===== src/verilog/ets_consts.svh =====
// constants for the event timed step sequencer: offsets, fields, resets, timing
`ifndef ETS_CONSTS_SVH
`define ETS_CONSTS_SVH

// register byte offsets
`define ETS_OFF_TICKS   12'h000
`define ETS_OFF_TIMER   12'h004
`define ETS_OFF_PRESET  12'h008
`define ETS_OFF_CUR     12'h00c
`define ETS_OFF_CTRL    12'h010
`define ETS_OFF_TBASE   12'h014
`define ETS_OFF_LAST    12'h018
// output point map at 0x040..0x07c, step table at 0x100..0x1ff
`define ETS_MAP_REGION  6'h01
`define ETS_TBL_REGION  4'h1

// field positions
`define ETS_DONE_BIT    16
`define ETS_RUN_BIT     0
`define ETS_LANE_COUNTS 2'h0
`define ETS_LANE_EVENT  2'h1
`define ETS_LANE_PATT   2'h2

// reset values
`define ETS_PRESET_RST  5'h01
`define ETS_TBASE_RST   16'h0001
`define ETS_LAST_RST    5'h10

// timing: one timer-base unit is 10 ms
`define ETS_CLK_KHZ     10000
`define ETS_UNIT_MS     10
`define ETS_CENTI_CYCLES (`ETS_UNIT_MS * `ETS_CLK_KHZ)

`endif


===== src/verilog/ets_pkg.sv =====
// types shared by the event timed step sequencer
package ets_pkg;
    typedef logic [15:0] ets_word_t;
    typedef logic [4:0]  ets_code_t;
    typedef enum logic [1:0] {
        ETS_OFF,
        ETS_ACTIVE,
        ETS_DONE
    } ets_state_t;
endpackage : ets_pkg


===== src/verilog/ets_sequencer.sv =====
// event timed step sequencer top with apb register slave
`timescale 1ns/100ps
`include "ets_consts.svh"

// What this block does
// - step timer is enabled only while start is high
// - timer advances only while the step's selected event is true
// - tick count equal to step's counts moves to the next step
// - no advancing after the last step completes or during reset
// - preset step loaded on run mode entry and while reset is high
// - sixteen steps, each with a pattern for sixteen outputs
// - each rising edge of jog advances one step
// - one tick equals timer base times ten milliseconds
// - four status words: ticks, timer, preset step, current step
// - flag of first status word shows completion, others unused
// - software may write the preset step at any time
// - a sequencer reset clears the completion flag
// - outputs are driven in run mode whatever start and reset do
// - on run mode entry outputs take the preset step pattern
// - each step event selects at most one discrete input
// - each step pattern is one sixteen bit word, bit per output
// - code zero means unassigned for events and output points
// - each output point maps to any output target independently
// - reset beats start and holds the preset step idle
// - start and reset low freeze state and outputs except on jog edges
// - after completion start and jog do nothing until reset
// - jog advance clears the timer, new step runs if started
module ets_sequencer
    import ets_pkg::*;
#(
    parameter int CENTI_CYCLES = `ETS_CENTI_CYCLES
) (
    // clock and reset
    input  wire logic        CLK,
    input  wire logic        RST,
    // apb slave
    input  wire logic        PSEL,
    input  wire logic        PENABLE,
    input  wire logic        PWRITE,
    input  wire logic [11:0] PADDR,
    input  wire logic [31:0] PWDATA,
    output logic      [31:0] PRDATA,
    output logic             PREADY,
    output logic             PSLVERR,
    // sequence control inputs
    input  wire logic        START_IN,
    input  wire logic        JOG_IN,
    input  wire logic        RESET_IN,
    input  wire logic [15:0] EVENT_IN,
    // outputs
    output logic      [15:0] OUT_POINTS,
    output logic             SEQUENCE_DONE_FLAG
);

    localparam int PW = $clog2(CENTI_CYCLES + 1);
    localparam logic [PW-1:0] PRE_LAST = PW'(CENTI_CYCLES - 1);

    // input synchronisers, filtered once stages two and three agree
    logic [18:0] raw_in;
    logic [18:0] s1_q, s2_q, s3_q, filt_q;
    logic        start_f, jog_f, reset_f, jog_prev_q, jog_rise;
    logic [15:0] event_f;

    assign raw_in = {EVENT_IN, RESET_IN, JOG_IN, START_IN};

    always_ff @(posedge CLK) begin
        if (RST) begin
            s1_q   <= '0;
            s2_q   <= '0;
            s3_q   <= '0;
            filt_q <= '0;
        end else begin
            s1_q   <= raw_in;
            s2_q   <= s1_q;
            s3_q   <= s2_q;
            filt_q <= (s2_q & s3_q) | (filt_q & (s2_q | s3_q));
        end
    end

    assign start_f = filt_q[0];
    assign jog_f   = filt_q[1];
    assign reset_f = filt_q[2];
    assign event_f = filt_q[18:3];

    always_ff @(posedge CLK) begin
        if (RST) begin
            jog_prev_q <= 1'b0;
        end else begin
            jog_prev_q <= jog_f;
        end
    end

    assign jog_rise = jog_f && !jog_prev_q;

    // event code 1..16 picks one input, 0 means none assigned
    function automatic logic code_sel(ets_code_t code, logic [15:0] vec);
        logic r;
        r = 1'b0;
        if ((code != 5'h00) && (code <= 5'h10)) begin
            r = vec[4'(code - 5'h01)];
        end
        return r;
    endfunction : code_sel

    // software registers
    logic        run_q, run_prev_q;
    ets_word_t   tbase_q;
    ets_code_t   last_q, preset_q;
    ets_code_t   map_q [16];
    ets_word_t   count_q, timer_q;
    ets_state_t  state_q, state_d;
    ets_code_t   cur_q, cur_d;
    logic        done_q, done_d;

    // step table
    logic [47:0] seq_row, apb_row;
    ets_word_t   step_counts, step_pattern;
    ets_code_t   step_event;
    logic        tbl_we, wr_en, acc1, pready_q, pslverr_q;
    logic [31:0] prdata_q, rd_val;
    logic        rd_ok, is_tbl, is_map;

    assign is_tbl = (PADDR[11:8] == `ETS_TBL_REGION) && (PADDR[3:2] != 2'h3);
    assign is_map = (PADDR[11:6] == `ETS_MAP_REGION);
    assign acc1   = PSEL && PENABLE && !pready_q;
    assign wr_en  = PSEL && PENABLE && pready_q && PWRITE && rd_ok;
    assign tbl_we = wr_en && is_tbl;

    ets_step_mem #(
        .W     (16),
        .LANES (3),
        .DEPTH (16),
        .AW    (4)
    ) u_mem (
        .clk     (CLK),
        .rst     (RST),
        .we      (tbl_we),
        .waddr   (PADDR[7:4]),
        .wlane   (PADDR[3:2]),
        .wdata   (PWDATA[15:0]),
        .raddr_a (4'(cur_d - 5'h01)),
        .rdata_a (seq_row),
        .raddr_b (PADDR[7:4]),
        .rdata_b (apb_row)
    );

    assign step_counts  = seq_row[15:0];
    assign step_event   = seq_row[20:16];
    assign step_pattern = seq_row[47:32];

    // sequencing conditions
    logic event_ok, run_ok, timing, adv_time, adv_jog, adv, clr_cnt;
    logic centi, tick;
    ets_word_t eff_tbase;

    assign event_ok = (step_event == 5'h00)
                   || code_sel(step_event, event_f);
    assign run_ok   = (state_q == ETS_ACTIVE) && run_q && !reset_f
                   && start_f;
    assign timing   = run_ok && event_ok && (count_q != step_counts);
    assign adv_time = run_ok && event_ok && (count_q == step_counts);
    assign adv_jog  = (state_q == ETS_ACTIVE) && run_q && !reset_f
                   && jog_rise;
    assign adv      = adv_time || adv_jog;
    assign clr_cnt  = (state_q != ETS_ACTIVE) || !run_q || reset_f
                   || adv;
    assign eff_tbase = (tbase_q == 16'h0000) ? 16'h0001 : tbase_q;

    // ten millisecond prescaler, frozen while start or event is low, cleared on step change, reset or run exit
    logic [PW-1:0] pre_q;

    assign centi = timing && (pre_q == PRE_LAST);
    assign tick  = centi && (timer_q >= eff_tbase - 16'h0001);

    always_ff @(posedge CLK) begin
        if (RST || clr_cnt) begin
            pre_q <= '0;
        end else if (timing) begin
            pre_q <= centi ? '0 : pre_q + 1'b1;
        end
    end

    always_ff @(posedge CLK) begin
        if (RST || clr_cnt) begin
            timer_q <= 16'h0000;
        end else if (centi) begin
            timer_q <= tick ? 16'h0000 : timer_q + 16'h0001;
        end
    end

    always_ff @(posedge CLK) begin
        if (RST || clr_cnt) begin
            count_q <= 16'h0000;
        end else if (tick) begin
            count_q <= count_q + 16'h0001;
        end
    end

    // step state machine
    always_comb begin
        state_d = state_q;
        cur_d   = cur_q;
        done_d  = done_q;
        case (state_q)
            ETS_OFF: begin
                if (run_q) begin
                    state_d = ETS_ACTIVE;
                    cur_d   = preset_q;
                    done_d  = 1'b0;
                end
            end
            ETS_ACTIVE: begin
                if (!run_q) begin
                    state_d = ETS_OFF;
                end else if (reset_f) begin
                    cur_d = preset_q;
                end else if (adv) begin
                    if (cur_q == last_q) begin
                        state_d = ETS_DONE;
                        done_d  = 1'b1;
                    end else begin
                        cur_d = cur_q + 5'h01;
                    end
                end
            end
            ETS_DONE: begin
                if (!run_q) begin
                    state_d = ETS_OFF;
                end else if (reset_f) begin
                    state_d = ETS_ACTIVE;
                    cur_d   = preset_q;
                    done_d  = 1'b0;
                end
            end
            default: begin
                state_d = ETS_OFF;
            end
        endcase
    end

    always_ff @(posedge CLK) begin
        if (RST) begin
            state_q <= ETS_OFF;
            cur_q   <= `ETS_PRESET_RST;
            done_q  <= 1'b0;
        end else begin
            state_q <= state_d;
            cur_q   <= cur_d;
            done_q  <= done_d;
        end
    end

    // output point mapping; several points may share a target, they or
    logic [15:0] mapped;

    always_comb begin
        mapped = 16'h0000;
        for (int p = 0; p < 16; p++) begin
            if ((map_q[p] != 5'h00) && (map_q[p] <= 5'h10)) begin
                mapped[4'(map_q[p] - 5'h01)] |= step_pattern[p];
            end
        end
    end

    always_ff @(posedge CLK) begin
        if (RST) begin
            OUT_POINTS         <= 16'h0000;
            SEQUENCE_DONE_FLAG <= 1'b0;
        end else begin
            OUT_POINTS <= (state_q == ETS_OFF) ? 16'h0000
                                               : mapped;
            SEQUENCE_DONE_FLAG <= done_q;
        end
    end

    // apb read decode
    always_comb begin
        rd_val = 32'h0000_0000;
        rd_ok  = 1'b1;
        if (PADDR[1:0] != 2'h0) begin
            rd_ok = 1'b0;
        end else if (PADDR == `ETS_OFF_TICKS) begin
            rd_val = {15'h0000, done_q, count_q};
        end else if (PADDR == `ETS_OFF_TIMER) begin
            rd_val = {16'h0000, timer_q};
        end else if (PADDR == `ETS_OFF_PRESET) begin
            rd_val = {27'h0000000, preset_q};
        end else if (PADDR == `ETS_OFF_CUR) begin
            rd_val = {27'h0000000, cur_q};
        end else if (PADDR == `ETS_OFF_CTRL) begin
            rd_val = {31'h00000000, run_q};
        end else if (PADDR == `ETS_OFF_TBASE) begin
            rd_val = {16'h0000, tbase_q};
        end else if (PADDR == `ETS_OFF_LAST) begin
            rd_val = {27'h0000000, last_q};
        end else if (is_map) begin
            rd_val = {27'h0000000, map_q[PADDR[5:2]]};
        end else if (is_tbl) begin
            rd_val = {16'h0000, apb_row[int'(PADDR[3:2]) * 16 +: 16]};
        end else begin
            rd_ok = 1'b0;
        end
    end

    // one wait state so the table read port has settled
    always_ff @(posedge CLK) begin
        if (RST) begin
            pready_q  <= 1'b0;
            pslverr_q <= 1'b0;
            prdata_q  <= 32'h0000_0000;
        end else if (acc1) begin
            pready_q  <= 1'b1;
            pslverr_q <= !rd_ok;
            prdata_q  <= PWRITE ? 32'h0000_0000 : rd_val;
        end else begin
            pready_q  <= 1'b0;
            pslverr_q <= 1'b0;
        end
    end

    assign PREADY  = pready_q;
    assign PSLVERR = pslverr_q;
    assign PRDATA  = prdata_q;

    // register writes; writes to monitor words are dropped
    always_ff @(posedge CLK) begin
        if (RST) begin
            run_q    <= 1'b0;
            tbase_q  <= `ETS_TBASE_RST;
            last_q   <= `ETS_LAST_RST;
            preset_q <= `ETS_PRESET_RST;
            for (int p = 0; p < 16; p++) begin
                map_q[p] <= 5'h00;
            end
        end else if (wr_en) begin
            if (PADDR == `ETS_OFF_PRESET) begin
                preset_q <= PWDATA[4:0];
            end else if (PADDR == `ETS_OFF_CTRL) begin
                run_q <= PWDATA[`ETS_RUN_BIT];
            end else if (PADDR == `ETS_OFF_TBASE) begin
                tbase_q <= PWDATA[15:0];
            end else if (PADDR == `ETS_OFF_LAST) begin
                last_q <= PWDATA[4:0];
            end else if (is_map) begin
                map_q[PADDR[5:2]] <= PWDATA[4:0];
            end
        end
    end

    always_ff @(posedge CLK) begin
        if (RST) begin
            run_prev_q <= 1'b0;
        end else begin
            run_prev_q <= run_q;
        end
    end
endmodule : ets_sequencer


===== src/verilog/ets_step_mem.sv =====
// step table memory: per step counts, event code and output pattern
`timescale 1ns/100ps

module ets_step_mem #(
    parameter int W     = 16,
    parameter int LANES = 3,
    parameter int DEPTH = 16,
    parameter int AW    = 4
) (
    // clock and reset
    input  wire logic               clk,
    input  wire logic               rst,
    // write port, one lane at a time
    input  wire logic               we,
    input  wire logic [AW-1:0]      waddr,
    input  wire logic [1:0]         wlane,
    input  wire logic [W-1:0]       wdata,
    // registered read ports
    input  wire logic [AW-1:0]      raddr_a,
    output logic      [W*LANES-1:0] rdata_a,
    input  wire logic [AW-1:0]      raddr_b,
    output logic      [W*LANES-1:0] rdata_b
);

    logic [W*LANES-1:0] mem_q [DEPTH];

    always_ff @(posedge clk) begin
        if (rst) begin
            for (int i = 0; i < DEPTH; i++) begin
                mem_q[i] <= '0;
            end
            rdata_a <= '0;
            rdata_b <= '0;
        end else begin
            if (we && (int'(wlane) < LANES)) begin
                mem_q[waddr][int'(wlane) * W +: W] <= wdata;
            end
            rdata_a <= mem_q[raddr_a];
            rdata_b <= mem_q[raddr_b];
        end
    end

endmodule : ets_step_mem


===== config.mk =====
export PLATFORM = sky130hd
export DESIGN_NAME = ets_sequencer
export DESIGN_NICKNAME = d
export VERILOG_FILES = /design/src/verilog/ets_pkg.sv /design/src/verilog/ets_sequencer.sv /design/src/verilog/ets_step_mem.sv
export VERILOG_INCLUDE_DIRS = /design/src /design/src/verilog
export SDC_FILE = /design/constraint.sdc
export NUM_CORES = 2
export LEC_CHECK = 0
export BUFFER_PORTS_ARGS = -buffer_cell sky130_fd_sc_hd__buf_2
export CAP_MARGIN = 20
export CORE_MARGIN = 4
export CORE_UTILIZATION = 32
export CTS_CLUSTER_DIAMETER = 40
export DETAILED_ROUTE_END_ITERATION = 8
export GPL_TIMING_DRIVEN = 0
export REMOVE_ABC_BUFFERS = 1
export SETUP_SLACK_MARGIN = 0.02
export SYNTH_ARGS = -nofsm -noshare
export SYNTH_HDL_FRONTEND = slang
export SYNTH_SLANG_ARGS = --single-unit

===== constraint.sdc =====
create_clock -name CLK -period 12.8 [get_ports CLK]
set_input_delay 1.92 -clock CLK [delete_from_list [all_inputs] [get_ports CLK]]
set_output_delay 1.92 -clock CLK [all_outputs]
set_load 0.01 [all_outputs]

==> impl_results.md <==
* Status: completed
* Slew HR at 0.213
* Layout cell share with drive strength beyond 1 at 0.187
* Distinct cells, synth at roughly 120
* Crit. End Element: register
* Setup slack after layout at between 200 and 250 ps
* Clock H-tree levels at 4
* Overall routing resource usage at 0.197
* Dpl hpwl at 144000 µm
* Largest net degree at the start of global routing at between 100 and 150
* Drt first pass iters at 6
* Critical path's most frequent cell: o22ai_1
* Post-synthesis sequential area ratio at 0.478
* WL final at around 220000 µm
* # DRC at 0
* Num rows at 165
* CTS sink count at around 1100
* Avg WL per Cell at roughly 25 µm
* Final Hold Viols at 0
* Clock Skew at between 70 and 80 ps
* Hold slack at approximately 430 ps
* Layout area overhead at 16.7%
* Final ANT Viol Nets at 0
* Min-Delay Path Class: reg2reg
* First-pass GRT wire length at 318000 µm
* Crit path max-delay cell type: or4b_4
* Area of the multi-input gates at 33100 µm²
* CP required at 13470 ps
* Die footprint at 211000 µm²
* Vias after detailed routing at 51500
* CTS root buffer: clkbuf_16
* Post-synth top area cell: edfxtp_1
* Final Setup Violations at 0
* Clk pin slew, worst setup/hold paths at approximately 60 ps
* CP arrival at approximately 13000 ps
* Crit Path Class: reg2reg
* Final #Nets at 6138
* Maximum capacitance violations at 0
* Width of the chip at between 400 and 500 µm
* Antenna violations before repair at 12
* Initial Util at 0.322
* Cell Area, Synth at approximately 65000 µm²
* Cell area after layout at 76000 µm²
* Routed vias/inst at a little under 6
* Most used DFF post-synth: edfxtp_1
* Hold_buf cts at 0
* Die Ht at between 400 and 500 µm
* Post-synth ARST share at 0
* Max Root-Sink Buffers at 3
* Avg Inst Size Synth at roughly 11 µm²
* Vias in the first global route at 50000
* Filler cells at just under 20000
* Worst vdd ir at approximately 0.11 mV
* Pwr Density at 128 nW/µm²
* Yosys top cell area share at 0.391
* Tmin final at 12560 ps
* CTS Buf Count at 150
* Startpoint Class: register
* Setup WS pre-CTS at -2210 ps
* Main area contributors after synthesis: edfxtp_1 (39%), mux4_2 (15%), dfxtp_1 (8.7%)
* Final non-filler cell total at roughly 9000
* Max frequency at around 0.08 GHz
* GPL Wtd Cong at roughly 0.91
* Crit Path Max Fanout at 17
* Congestion Overflow GR at 0
* DR iter-0 viols at around 6600
* Slowest stage delay, CP at about 560 ps
* Synthesis Warnings at 0
* Final period utilization at 0.981
* Worst skew pair latency at about 800 ps
* PortBufs at 87
* Core ar. at 202000 µm²
* CTS tree: built
* Inst Count DP at about 8400
* Cell count after synthesis at about 6000
* Leakage at between 0.02 and 0.03 µW
* Reg area at 31100 µm²
* Fin. max-slew vios at 0
* EDFF count, synth at roughly 850
* Yosys reg bits at between 1000 and 1500
* TNS Setup at 0 ps
* Worst-margin pin slew at approximately 1200 ps
* Post-place instance area at 69100 µm²
* I/O pin cnt at 119
## state kept, by name, summed over array words and instances (netlist names), 19 cells and up
name,cells
u_mem.mem_q,768
map_q,80
u_mem.rdata_b,48
u_mem.rdata_a,37
filt_q,19
s1_q,19
s2_q,19
s3_q,19
## cell families after synthesis
family	count (synthesis)	share of synthesized area
compound gates	1055	0.116
other cells	1	0.0000576
flops	1130	0.478
fa+ha+maj	106	0.0204
simple gates	2555	0.182
buf+inv	496	0.0299
xor+xnor	111	0.0150
mux	508	0.159
## cell usage in the layout (no fill, tap or decap), types with 40 or more instances in the layout
| cell type | count |
|---|---|
| mux4_2 | 420 |
| nand2b_1 | 97 |
| ha_1 | 101 |
| and2_1 | 115 |
| nor2_1 | 1150 |
| o22ai_1 | 40 |
| buf_2 | 83 |
| a211oi_1 | 104 |
| o21ai_0 | 192 |
| nand3_1 | 120 |
| a31oi_1 | 59 |
| xor2_1 | 56 |
| o211ai_1 | 45 |
| a21oi_1 | 163 |
| clkbuf_16 | 155 |
| or2_2 | 41 |
| buf_4 | 60 |
| inv_1 | 77 |
| mux2i_1 | 77 |
| buf_8 | 46 |
| nor2b_1 | 191 |
| nand2_1 | 498 |
| nor3_1 | 107 |
| xnor2_1 | 51 |
| edfxtp_1 | 848 |
| dfxtp_1 | 282 |
## area by class of cell
| class | instances | share of cell area |
|---|---|---|
| multi-input cells | 4352 | 0.436 |
| diodes | 3 | 0.0000988 |
| repair buffers | 244 | 0.0371 |
| well taps | 2672 | 0.0440 |
| clock buffers | 181 | 0.0536 |
| clock inverters | 96 | 0.0157 |
| flip-flops and latches | 1130 | 0.409 |
| inverters | 86 | 0.00430 |
## power breakdown
| part | internal (µW) | switching [µW] |
|---|---|---|
| Combinational | 482 | 760 |
| Sequential | 4050 | 95.8 |
| Clock | 2580 | 1780 |
## metrics by stage
stage	total power, µW	utilization
6_report	9740	0.376
2_1_floorplan	4910	-
3_3_place_gp	5380	0.333
5_1_grt	10000	0.376
3_5_place_dp	5360	0.341
4_1_cts	9720	0.370
## worst max-delay path, delay by kind of cell, from the launching register on
kind	cells	cell delay, ps
AO/OA/AOI/OAI	26	7660
AND/OR/NAND/NOR	11	3860
buffers and inverters	2	460
flip-flops	1	440
## path summary, 6_finish.rpt
check                                                from  slack, ps  cells past startpoint                   endpoint
worst min-delay path                   s1_q[3]$_SDFF_PP0_        430                      1         s2_q[3]$_SDFF_PP0_
worst min register to register         s1_q[3]$_SDFF_PP0_        430                      1         s2_q[3]$_SDFF_PP0_
worst max register to register  map_q[1][0]$_SDFFCE_PN0P_        240                     39  OUT_POINTS[12]$_SDFF_PP0_
worst max-delay path            map_q[1][0]$_SDFFCE_PN0P_        240                     39  OUT_POINTS[12]$_SDFF_PP0_
## routing by layer
layer	GRT usage	vias to the layer above	routed length (µm)
met2	0.322	2793	102000
met1	0.255	25900	83700
met5	0	-	0
met4	0.0731	0	7850
li1	-	22400	-
met3	0.0458	450	21400
## timing repair
item,4_1_cts,5_1_grt
resized for setup,44,101
cloned,1,1
setup endpoints to repair,16,16
setup buffers,17,37
pin swaps,7,26
## cell usage after synthesis (13+ instances only)
cell type / number
nand3_1: 120
o22ai_1: 41
buf_2: 16
o21ai_0: 195
o41ai_1: 14
o32ai_1: 21
a21oi_1: 171
o22a_1: 15
nor2b_1: 193
nand3b_1: 20
nor4_1: 47
nor3b_1: 13
and3_1: 29
mux4_2: 420
ha_1: 106
a31oi_1: 61
and2_1: 115
a22oi_1: 29
or2_2: 41
nand2_1: 498
nor2_1: 1152
buf_1: 34
clkbuf_1: 343
xnor2_1: 53
o221ai_1: 21
xor2_1: 57
o211ai_1: 45
a211oi_1: 110
o21a_1: 22
inv_1: 79
or3_1: 28
dfxtp_1: 282
nor3_1: 110
nand2b_1: 97
edfxtp_1: 848
nand4_1: 24
o21ai_1: 16
o31ai_1: 35
mux2i_1: 79
a21o_1: 20
buf_4: 17
a221oi_1: 22
a22o_1: 17
Power figures use the tool's default switching activity.
